==> config.mk <==
export PLATFORM = sky130hd
export DESIGN_NAME = rtc_seconds_alarm_unit
export DESIGN_NICKNAME = d
export VERILOG_FILES = /design/src/include/rtc_pkg.sv /design/src/include/rtc_tick_if.sv /design/src/rtc_seconds_alarm_unit.sv /design/src/rtc_timebase.sv
export SDC_FILE = /design/constraint.sdc
export NUM_CORES = 1
export LEC_CHECK = 0
export ABC_AREA = 1
export BUFFER_PORTS_ARGS = -buffer_cell sky130_fd_sc_hd__buf_2
export CAP_MARGIN = 20
export CORE_MARGIN = 5
export CORE_UTILIZATION = 50
export DETAILED_ROUTE_END_ITERATION = 7
export HOLD_SLACK_MARGIN = 0.12
export PLACE_DENSITY = 0.71
export SYNTH_ARGS = -nofsm -noshare
export SYNTH_HDL_FRONTEND = slang
export SYNTH_SLANG_ARGS = --single-unit
==> constraint.sdc <==
create_clock -name i_clk -period 17.43 [get_ports i_clk]
set_input_delay 0.8715 -clock i_clk [delete_from_list [all_inputs] [get_ports i_clk]]
set_output_delay 0.8715 -clock i_clk [all_outputs]
set_load 0.05 [all_outputs]
==> src/include/rtc_pkg.sv <==
// Package for the seconds and alarm unit: widths, timing counts and reset values.
// Assumes a 250 MHz system clock and a 32.768 kHz time base arriving on a pin.
package rtc_pkg;
	localparam int unsigned SYS_CLK_MHZ = 250;
	localparam int unsigned TIMEBASE_HZ = 32768;
	localparam int unsigned TICKS_PER_SEC = 4096;
	localparam int unsigned TICK_BITS = 12;
	localparam int unsigned SEC_BITS = 32;
	localparam int unsigned PRESCALE = TIMEBASE_HZ / TICKS_PER_SEC;
	localparam int unsigned PRESCALE_BITS = 3;
	localparam logic [2:0] PRESCALE_LAST = 3'(PRESCALE - 1);
	localparam logic [11:0] TICK_LAST = 12'h0fff;
	localparam int unsigned ALARM_MIN_S = 1;
	localparam int unsigned ALARM_MAX_S = 12 * 24 * 3600;
	localparam int unsigned TRIM_MAX_PPM = 127;
	localparam int unsigned TRIM_BITS = 8;
	localparam int unsigned PPM_PERIOD = 1000000;
	localparam logic [19:0] PPM_PERIOD_LAST = 20'hf_423f;
	localparam logic [31:0] SEC_RESET = 32'h0000_0000;
	typedef enum logic {SRC_CRYSTAL, SRC_EXTERNAL} src_e;
	typedef logic [SEC_BITS-1:0] sec_t;
endpackage

==> src/include/rtc_tick_if.sv <==
// Interface carrying the tick events from the time base prescaler to the top.
// Assumes a single system clock domain on both sides.
interface rtc_tick_if;
	logic tick;
	logic sqw;
	modport src (output tick, output sqw);
	modport dst (input tick, input sqw);
endinterface

==> src/rtc_seconds_alarm_unit.sv <==
// Seconds counter with time-of-day and sub-second alarms, trim and square-wave out.
// Assumes a 32.768 kHz crystal or external clock on a pin and a 250 MHz system clock.
module rtc_seconds_alarm_unit
	import rtc_pkg::*;
(
	input wire logic i_clk,
	input wire logic i_rst,
	input wire logic i_xtal_clk,
	input wire logic i_ext_clk,
	input wire rtc_pkg::src_e i_src_sel,
	input wire logic i_enable,
	input wire logic signed [rtc_pkg::TRIM_BITS-1:0] i_trim_ppm,
	input wire logic i_sec_load,
	input wire rtc_pkg::sec_t i_sec_value,
	input wire logic i_tod_arm,
	input wire logic [31:0] i_tod_delta,
	input wire logic i_tod_recur,
	input wire logic i_tod_int_en,
	input wire logic i_tod_wake_en,
	input wire logic i_sub_arm,
	input wire logic [31:0] i_sub_period,
	input wire logic i_sub_recur,
	input wire logic i_sub_int_en,
	input wire logic i_sub_wake_en,
	input wire logic i_alarm_clear,
	input wire logic i_sqw_en,
	output logic [31:0] o_seconds,
	output logic [11:0] o_subsec,
	output logic o_tod_flag,
	output logic o_sub_flag,
	output logic o_irq,
	output logic o_wake,
	output logic o_square_wave_out,
	output logic o_tod_reject
);
	import rtc_pkg::*;

	logic [1:0] xtal_sync, next_xtal_sync;
	logic [1:0] ext_sync, next_ext_sync;
	logic src_level, src_prev, next_src_prev;
	logic edge_seen;
	rtc_tick_if tb();

	logic [31:0] seconds, next_seconds;
	logic [11:0] subsec, next_subsec;
	logic [31:0] tod_target, next_tod_target;
	logic [31:0] tod_delta, next_tod_delta;
	logic tod_armed, next_tod_armed;
	logic [31:0] sub_count, next_sub_count;
	logic [31:0] sub_period, next_sub_period;
	logic sub_armed, next_sub_armed;
	logic tod_flag, next_tod_flag;
	logic sub_flag, next_sub_flag;
	logic irq, next_irq;
	logic wake, next_wake;
	logic sqw, next_sqw;
	logic tod_reject, next_tod_reject;
	logic sec_step, tod_hit, sub_hit;

	function automatic logic delta_ok(input logic [31:0] d);
		return d >= 32'(ALARM_MIN_S) && d <= 32'(ALARM_MAX_S);
	endfunction

	// Each pin has its own two-stage synchroniser, so the select mux only sees settled levels.
	// Switching the source may present one extra edge, so the next tick can come early.
	always_comb begin
		next_xtal_sync = {xtal_sync[0], i_xtal_clk};
		next_ext_sync = {ext_sync[0], i_ext_clk};
		src_level = (i_src_sel == SRC_EXTERNAL) ? ext_sync[1] : xtal_sync[1];
		next_src_prev = src_level;
	end

	always_ff @(posedge i_clk or posedge i_rst) begin
		if (i_rst) begin
			xtal_sync <= '0;
			ext_sync <= '0;
			src_prev <= 1'b0;
		end else begin
			xtal_sync <= next_xtal_sync;
			ext_sync <= next_ext_sync;
			src_prev <= next_src_prev;
		end
	end

	assign edge_seen = src_level & ~src_prev & i_enable;

	rtc_timebase u_timebase (
		.i_clk(i_clk),
		.i_rst(i_rst),
		.i_edge(edge_seen),
		.i_trim_ppm(i_trim_ppm),
		.tb(tb.src)
	);

	assign sec_step = tb.tick && subsec == TICK_LAST;
	assign tod_hit = tod_armed && sec_step && (seconds + 32'h0000_0001) == tod_target;
	assign sub_hit = sub_armed && tb.tick && sub_count == 32'h0000_0001;

	always_comb begin
		next_seconds = seconds;
		next_subsec = subsec;
		next_tod_target = tod_target;
		next_tod_delta = tod_delta;
		next_tod_armed = tod_armed;
		next_sub_count = sub_count;
		next_sub_period = sub_period;
		next_sub_armed = sub_armed;
		next_tod_flag = tod_flag;
		next_sub_flag = sub_flag;
		next_tod_reject = 1'b0;
		if (tb.tick) begin
			next_subsec = subsec + 12'h001;
		end
		if (sec_step) begin
			next_seconds = seconds + 32'h0000_0001;
		end
		if (i_sec_load) begin
			next_seconds = i_sec_value;
			next_subsec = '0;
		end
		if (i_tod_arm) begin
			if (delta_ok(i_tod_delta)) begin
				next_tod_target = seconds + i_tod_delta;
				next_tod_delta = i_tod_delta;
				next_tod_armed = 1'b1;
			end else begin
				next_tod_reject = 1'b1;
			end
		end else if (tod_hit) begin
			next_tod_armed = i_tod_recur;
			next_tod_target = tod_target + tod_delta;
		end
		if (i_sub_arm) begin
			next_sub_period = i_sub_period;
			next_sub_count = i_sub_period;
			next_sub_armed = i_sub_period != 32'h0000_0000;
		end else if (tb.tick && sub_armed) begin
			if (sub_hit) begin
				next_sub_armed = i_sub_recur;
				next_sub_count = sub_period;
			end else begin
				next_sub_count = sub_count - 32'h0000_0001;
			end
		end
		// A hit in the clear cycle keeps its flag set.
		if (i_alarm_clear) begin
			next_tod_flag = 1'b0;
			next_sub_flag = 1'b0;
		end
		if (tod_hit) begin
			next_tod_flag = 1'b1;
		end
		if (sub_hit) begin
			next_sub_flag = 1'b1;
		end
		next_irq = (next_tod_flag & i_tod_int_en) | (next_sub_flag & i_sub_int_en);
		// The wake level is the only thing the power manager watches in any low-power mode.
		next_wake = (next_tod_flag & i_tod_wake_en) | (next_sub_flag & i_sub_wake_en);
		next_sqw = i_sqw_en & tb.sqw;
	end

	always_ff @(posedge i_clk or posedge i_rst) begin
		if (i_rst) begin
			seconds <= SEC_RESET;
			subsec <= '0;
			tod_target <= '0;
			tod_delta <= '0;
			tod_armed <= 1'b0;
			sub_count <= '0;
			sub_period <= '0;
			sub_armed <= 1'b0;
			tod_flag <= 1'b0;
			sub_flag <= 1'b0;
			irq <= 1'b0;
			wake <= 1'b0;
			sqw <= 1'b0;
			tod_reject <= 1'b0;
		end else begin
			seconds <= next_seconds;
			subsec <= next_subsec;
			tod_target <= next_tod_target;
			tod_delta <= next_tod_delta;
			tod_armed <= next_tod_armed;
			sub_count <= next_sub_count;
			sub_period <= next_sub_period;
			sub_armed <= next_sub_armed;
			tod_flag <= next_tod_flag;
			sub_flag <= next_sub_flag;
			irq <= next_irq;
			wake <= next_wake;
			sqw <= next_sqw;
			tod_reject <= next_tod_reject;
		end
	end

	assign o_seconds = seconds;
	assign o_subsec = subsec;
	assign o_tod_flag = tod_flag;
	assign o_sub_flag = sub_flag;
	assign o_irq = irq;
	assign o_wake = wake;
	assign o_square_wave_out = sqw;
	assign o_tod_reject = tod_reject;
endmodule

==> src/rtc_timebase.sv <==
// Time base prescaler: turns synchronised 32.768 kHz edges into 4096 Hz ticks with trim.
// Assumes the edge input is already synchronised to i_clk.
module rtc_timebase
	import rtc_pkg::*;
(
	input wire logic i_clk,
	input wire logic i_rst,
	input wire logic i_edge,
	input wire logic signed [TRIM_BITS-1:0] i_trim_ppm,
	rtc_tick_if.src tb
);
	logic [PRESCALE_BITS-1:0] div, next_div;
	logic [19:0] ppm, next_ppm;
	logic [6:0] skip, next_skip;
	logic [6:0] add, next_add;
	logic tick, next_tick;
	logic signed [TRIM_BITS-1:0] trim_c;

	// Trim is clamped to the documented range so that -128 cannot slip through.
	always_comb begin
		trim_c = i_trim_ppm;
		if (i_trim_ppm < -$signed(8'(TRIM_MAX_PPM))) begin
			trim_c = -$signed(8'(TRIM_MAX_PPM));
		end
	end

	// Each million edges, |trim| edges are dropped (slow) or counted twice (fast).
	always_comb begin
		next_div = div;
		next_ppm = ppm;
		next_skip = skip;
		next_add = add;
		next_tick = 1'b0;
		if (i_edge) begin
			if (ppm == PPM_PERIOD_LAST) begin
				next_ppm = '0;
				next_skip = (trim_c < 0) ? 7'(-trim_c) : 7'h00;
				next_add = (trim_c > 0) ? 7'(trim_c) : 7'h00;
			end else begin
				next_ppm = ppm + 20'h0_0001;
			end
			if (skip != 7'h00) begin
				next_skip = skip - 7'h01;
			end else begin
				if (div == PRESCALE_LAST || (add != 7'h00 && div == PRESCALE_LAST - 3'h1)) begin
					next_div = '0;
					next_tick = 1'b1;
					if (div != PRESCALE_LAST) begin
						next_add = add - 7'h01;
					end
				end else begin
					next_div = div + 3'h1;
				end
			end
		end
	end

	always_ff @(posedge i_clk or posedge i_rst) begin
		if (i_rst) begin
			div <= '0;
			ppm <= '0;
			skip <= '0;
			add <= '0;
			tick <= 1'b0;
		end else begin
			div <= next_div;
			ppm <= next_ppm;
			skip <= next_skip;
			add <= next_add;
			tick <= next_tick;
		end
	end

	assign tb.tick = tick;
	assign tb.sqw = div[PRESCALE_BITS-1];
endmodule

==> out/summary.md <==
For the global-route wire length before repair, the log shows 86900 um. The via-per-instance ratio was 5.66; the placement-stage worst setup slack was 13.49 ns. Static timing analysis puts the maximum clock frequency at 242 MHz. Across all setup checks in the final design, the least slack found is 13.29 ns. For this run, the leading register cell type out of synthesis is sky130_fd_sc_hd__dfrtp_1. The initial utilization of the core area, before any placement, comes to 50.5%. The number of enable flip-flop cells after synthesis came out at 0. The mapped netlist covers 16400 um^2.

For the core region area, the log shows 32500 um^2. The number of antenna repair diodes came out at 0. The largest fanout on the critical path works out to 34. After clock tree synthesis, the clock-pin slew on the worst setup and hold paths is 0.06 ns. In the routed design, unresolved DRC markers number 0.

After global routing the overflow that remains totals 0. Including well taps, the total number of placed cells is 3037. The number of nets in the synthesized netlist is 2662. Adding up every negative setup slack in the final design gives 0 ns. The worst vdd rail ir drop came out at 0.0857 mV. The maximum level of the CTS H-tree came out at 1. Detailed placement ended at an HPWL of 42600 um. A synthesized cell averages 6.67 um^2. Overall power consumption after layout is estimated at 1660 uW. At the worst endpoint, the arrival time is 4.57 ns. The residual antenna-violating net count after detailed routing is 0, and the final-layout worst hold slack is 0.351 ns. The final-report hold violation count is 0, and the total number of clock tree sinks is 223. Yosys mapped the design onto 50 distinct sky130hd cell types.

The Yosys step of the flow raised 0 warnings. The number of antenna violations at the first check in global routing was 0; the full die area was 36600 um^2. The logs give 0.57 ns for the later-pin clock latency in the skew report and 2465 for the synthesized instance count. Endpoint type of the worst setup path: a flip-flop. Counting flops and latches in the post-synthesis netlist gives 223. Clock skew on the completed layout was measured at 0.0186 ns. The final routed wirelength across all metal layers is 55100 um. Setup violations remaining at the end of the flow were counted as 0. The path type of the worst min-delay path is reg -> reg.

For the total iterations of the first detailed-routing run, the log shows 6. TritonCTS built the clock tree. The congestion estimate from routability-driven global placement came to 1.09.

The synthesis-to-layout area growth was 13.3%. The tools report the worst endpoint required time as 17.87 ns. The final route contains 17482 vias. The analysis attributes to cell leakage a power of 0.00953 uW. For flop-to-flop paths, the worst setup slack is 13.29 ns. For the post-cts repair resize count, the log shows 0.

The first routing iteration left 1378 violations. In this run the core area contains 66 standard-cell rows. The run finished with clean final reports. The die is 191 um tall.

Hold repair after CTS inserted 0 buffers. The tools report the overall fraction of global-route tracks in use as 29.4%. The cell sitting at the root of the clock tree is a sky130_fd_sc_hd__clkbuf_16. The run gives 0 as the max-cap violation count. Entering global routing, the biggest net connects 79 pins.

The x dimension of the die is 191 um, and the quantity of I/O buffers inserted on ports is 170. At the end of the flow, the number of nets in the layout was 2822. The worst setup path is of the reg -> reg kind.

The wire length per cell is 17.8 um. The power density over the cells came out at 88.9 nW/um^2. The number of top-level pins came out at 171. The worst path uses 23.7% of the clock period. The run gives 3087 as the count of placed standard cells in the final layout, fillers left out. The share of cells above drive strength 1 was 9.72%. Buffers inserted during clock tree synthesis total 27.

The clock passes through at most 3 buffers. The tools report the kind of launch point of the worst setup path as a flip-flop. For the number of global-route vias before repair, the log shows 16481.

The remaining max-slew budget at the tightest pin is 26.2%, and the total count of max-transition violations in the final report is 0. The sequential element share of the synthesized area is 33.9%. The slew of the pin with the lowest slew margin was 1.10 ns. Post-CTS timing repair inserted 0 buffers for setup.

The worst path needs 4.14 ns of the cycle, external delays included. Setup repair after global routing left no endpoint under its margin. The async set-or-reset flop fraction in the synthesized netlist came out at 100%.
## through the flow
| stage | utilization [%] | cell area [um^2] |
|---|---|---|
| 2_1_floorplan | - | 16400 |
| 3_3_place_gp | 54.4 | 17700 |
| 3_5_place_dp | 54.4 | 17700 |
| 4_1_cts | 57.2 | 18600 |
| 5_1_grt | 57.2 | 18600 |
| 6_report | 57.2 | 18600 |
## cell usage after synthesis (all sizes together) (6+ instances only)
cell	instances	area, um^2
a21oi	147	736
buf	7	60.1
clkbuf	43	161
dfrtp	223	5580
ha	74	926
inv	277	1040
nand2	783	2960
nand3	175	876
nand3b	19	143
nand4	28	175
nor2	264	1050
nor3	52	265
nor4	22	138
o211ai	16	120
o21a	6	45.0
o21ai	174	871
o21bai	12	90.1
o221ai	48	420
o22ai	6	37.5
or2	10	62.6
xnor2	8	70.1
xor2	32	280
## layout by cell type (no fill, tap or decap), types with 4 or more instances in the layout
master                      Yosys  layout
sky130_fd_sc_hd__a211oi_1       4       4
sky130_fd_sc_hd__a21o_1         4       4
sky130_fd_sc_hd__a21oi_1      147     147
sky130_fd_sc_hd__buf_2          0     170
sky130_fd_sc_hd__buf_4          3      10
sky130_fd_sc_hd__clkbuf_16      0      27
sky130_fd_sc_hd__clkbuf_8       0       5
sky130_fd_sc_hd__clkinv_2       0       7
sky130_fd_sc_hd__dfrtp_1      223     223
sky130_fd_sc_hd__ha_1          74      74
sky130_fd_sc_hd__inv_1        275     274
sky130_fd_sc_hd__nand2_1      777     777
sky130_fd_sc_hd__nand2_2        4       4
sky130_fd_sc_hd__nand3_1      175     175
sky130_fd_sc_hd__nand3b_1      19      19
sky130_fd_sc_hd__nand4_1       28      28
sky130_fd_sc_hd__nor2_1       255     254
sky130_fd_sc_hd__nor2_2         6       7
sky130_fd_sc_hd__nor3_1        51      51
sky130_fd_sc_hd__nor4_1        22      22
sky130_fd_sc_hd__o211ai_1      16      16
sky130_fd_sc_hd__o21a_1         6       6
sky130_fd_sc_hd__o21ai_0      174     174
sky130_fd_sc_hd__o21bai_1      12      12
sky130_fd_sc_hd__o221ai_1      48      48
sky130_fd_sc_hd__o22ai_1        6       6
sky130_fd_sc_hd__or2_2         10      10
sky130_fd_sc_hd__xnor2_1        8       8
sky130_fd_sc_hd__xor2_1        32      32
## final cells by class
type	count	area, um^2
timing repair buffer	181	953
tap	442	553
clock buffer	35	756
inverter	279	1050
multi-input combinational	1913	9590
fill	3239	13900
sequential	223	5580
clock inverter	14	136
## kinds of logic (layout without fill, tap and decap cells)
group / count (synthesis) / in the layout / synth area share (%)
AOI/OAI and AO/OA: 435 / 435 / 15.4
xor gates and xnor gates: 41 / 41 / 2.27
adders and majority gates: 76 / 76 / 5.88
buffers and inverters: 329 / 509 / 7.72
DFF: 223 / 223 / 33.9
muxes: 1 / 1 / 0.0609
and+or+nand+nor: 1360 / 1360 / 34.8
## where the power goes
group	total, uW	internal, uW	switching, uW	leakage [uW]
Sequential	650	576	73.3	0.00281
Clock	570	335	235	0.000441
Combinational	437	147	290	0.00628
Total	1660	1060	598	0.00953
## critical path, cell delays in order (launching register included)
cell and delay, ns:
sky130_fd_sc_hd__dfrtp_1 0.49, sky130_fd_sc_hd__ha_1 0.31, sky130_fd_sc_hd__nand2_2 0.17, sky130_fd_sc_hd__nor2_8 0.16
sky130_fd_sc_hd__nand2_1 0.17, sky130_fd_sc_hd__nor2_1 0.42, sky130_fd_sc_hd__nand3_1 0.17, sky130_fd_sc_hd__nand3b_1 0.28
sky130_fd_sc_hd__nand2_1 0.08, sky130_fd_sc_hd__inv_1 0.11, sky130_fd_sc_hd__nand3_1 0.13, sky130_fd_sc_hd__nor2_1 0.13
sky130_fd_sc_hd__nand3_1 0.19, sky130_fd_sc_hd__nand2_2 0.57, sky130_fd_sc_hd__nand2_4 0.39, sky130_fd_sc_hd__nand2_1 0.17
sky130_fd_sc_hd__nand2_1 0.06
## final timing paths
| path | startpoint | endpoint | cells past startpoint |
|---|---|---|---|
| min reg2reg | ext_sync[0] | ext_sync[1] | 0 |
| max reg2reg | o_seconds[0] | tod_target[12] | 16 |
| min in group asynchronous | i_rst | o_square_wave_out | 2 |
| max | o_seconds[0] | tod_target[12] | 16 |
| max in group asynchronous | i_rst | o_seconds[25] | 3 |
| min | ext_sync[0] | ext_sync[1] | 0 |
## metal layers
layer  global-route usage, %  part of all wire (%)  up-vias
met5                       0                     0        -
met4                    10.9                   3.8        0
met3                    3.58                   7.4      126
met2                    48.1                    46      671
met1                    40.1                    43     8179
li1                        -                     -     8506
## flip-flops by register name, summed over array words and instances (netlist names), 2 cells and up
register and flops:
o_seconds 32, sub_count 32, sub_period 32, tod_delta 32, tod_target 32, u_timebase.ppm 20, o_subsec 12, u_timebase.add 7
u_timebase.skip 7, u_timebase.div 3, ext_sync 2, xtal_sync 2
Power figures use the tool's default switching activity.
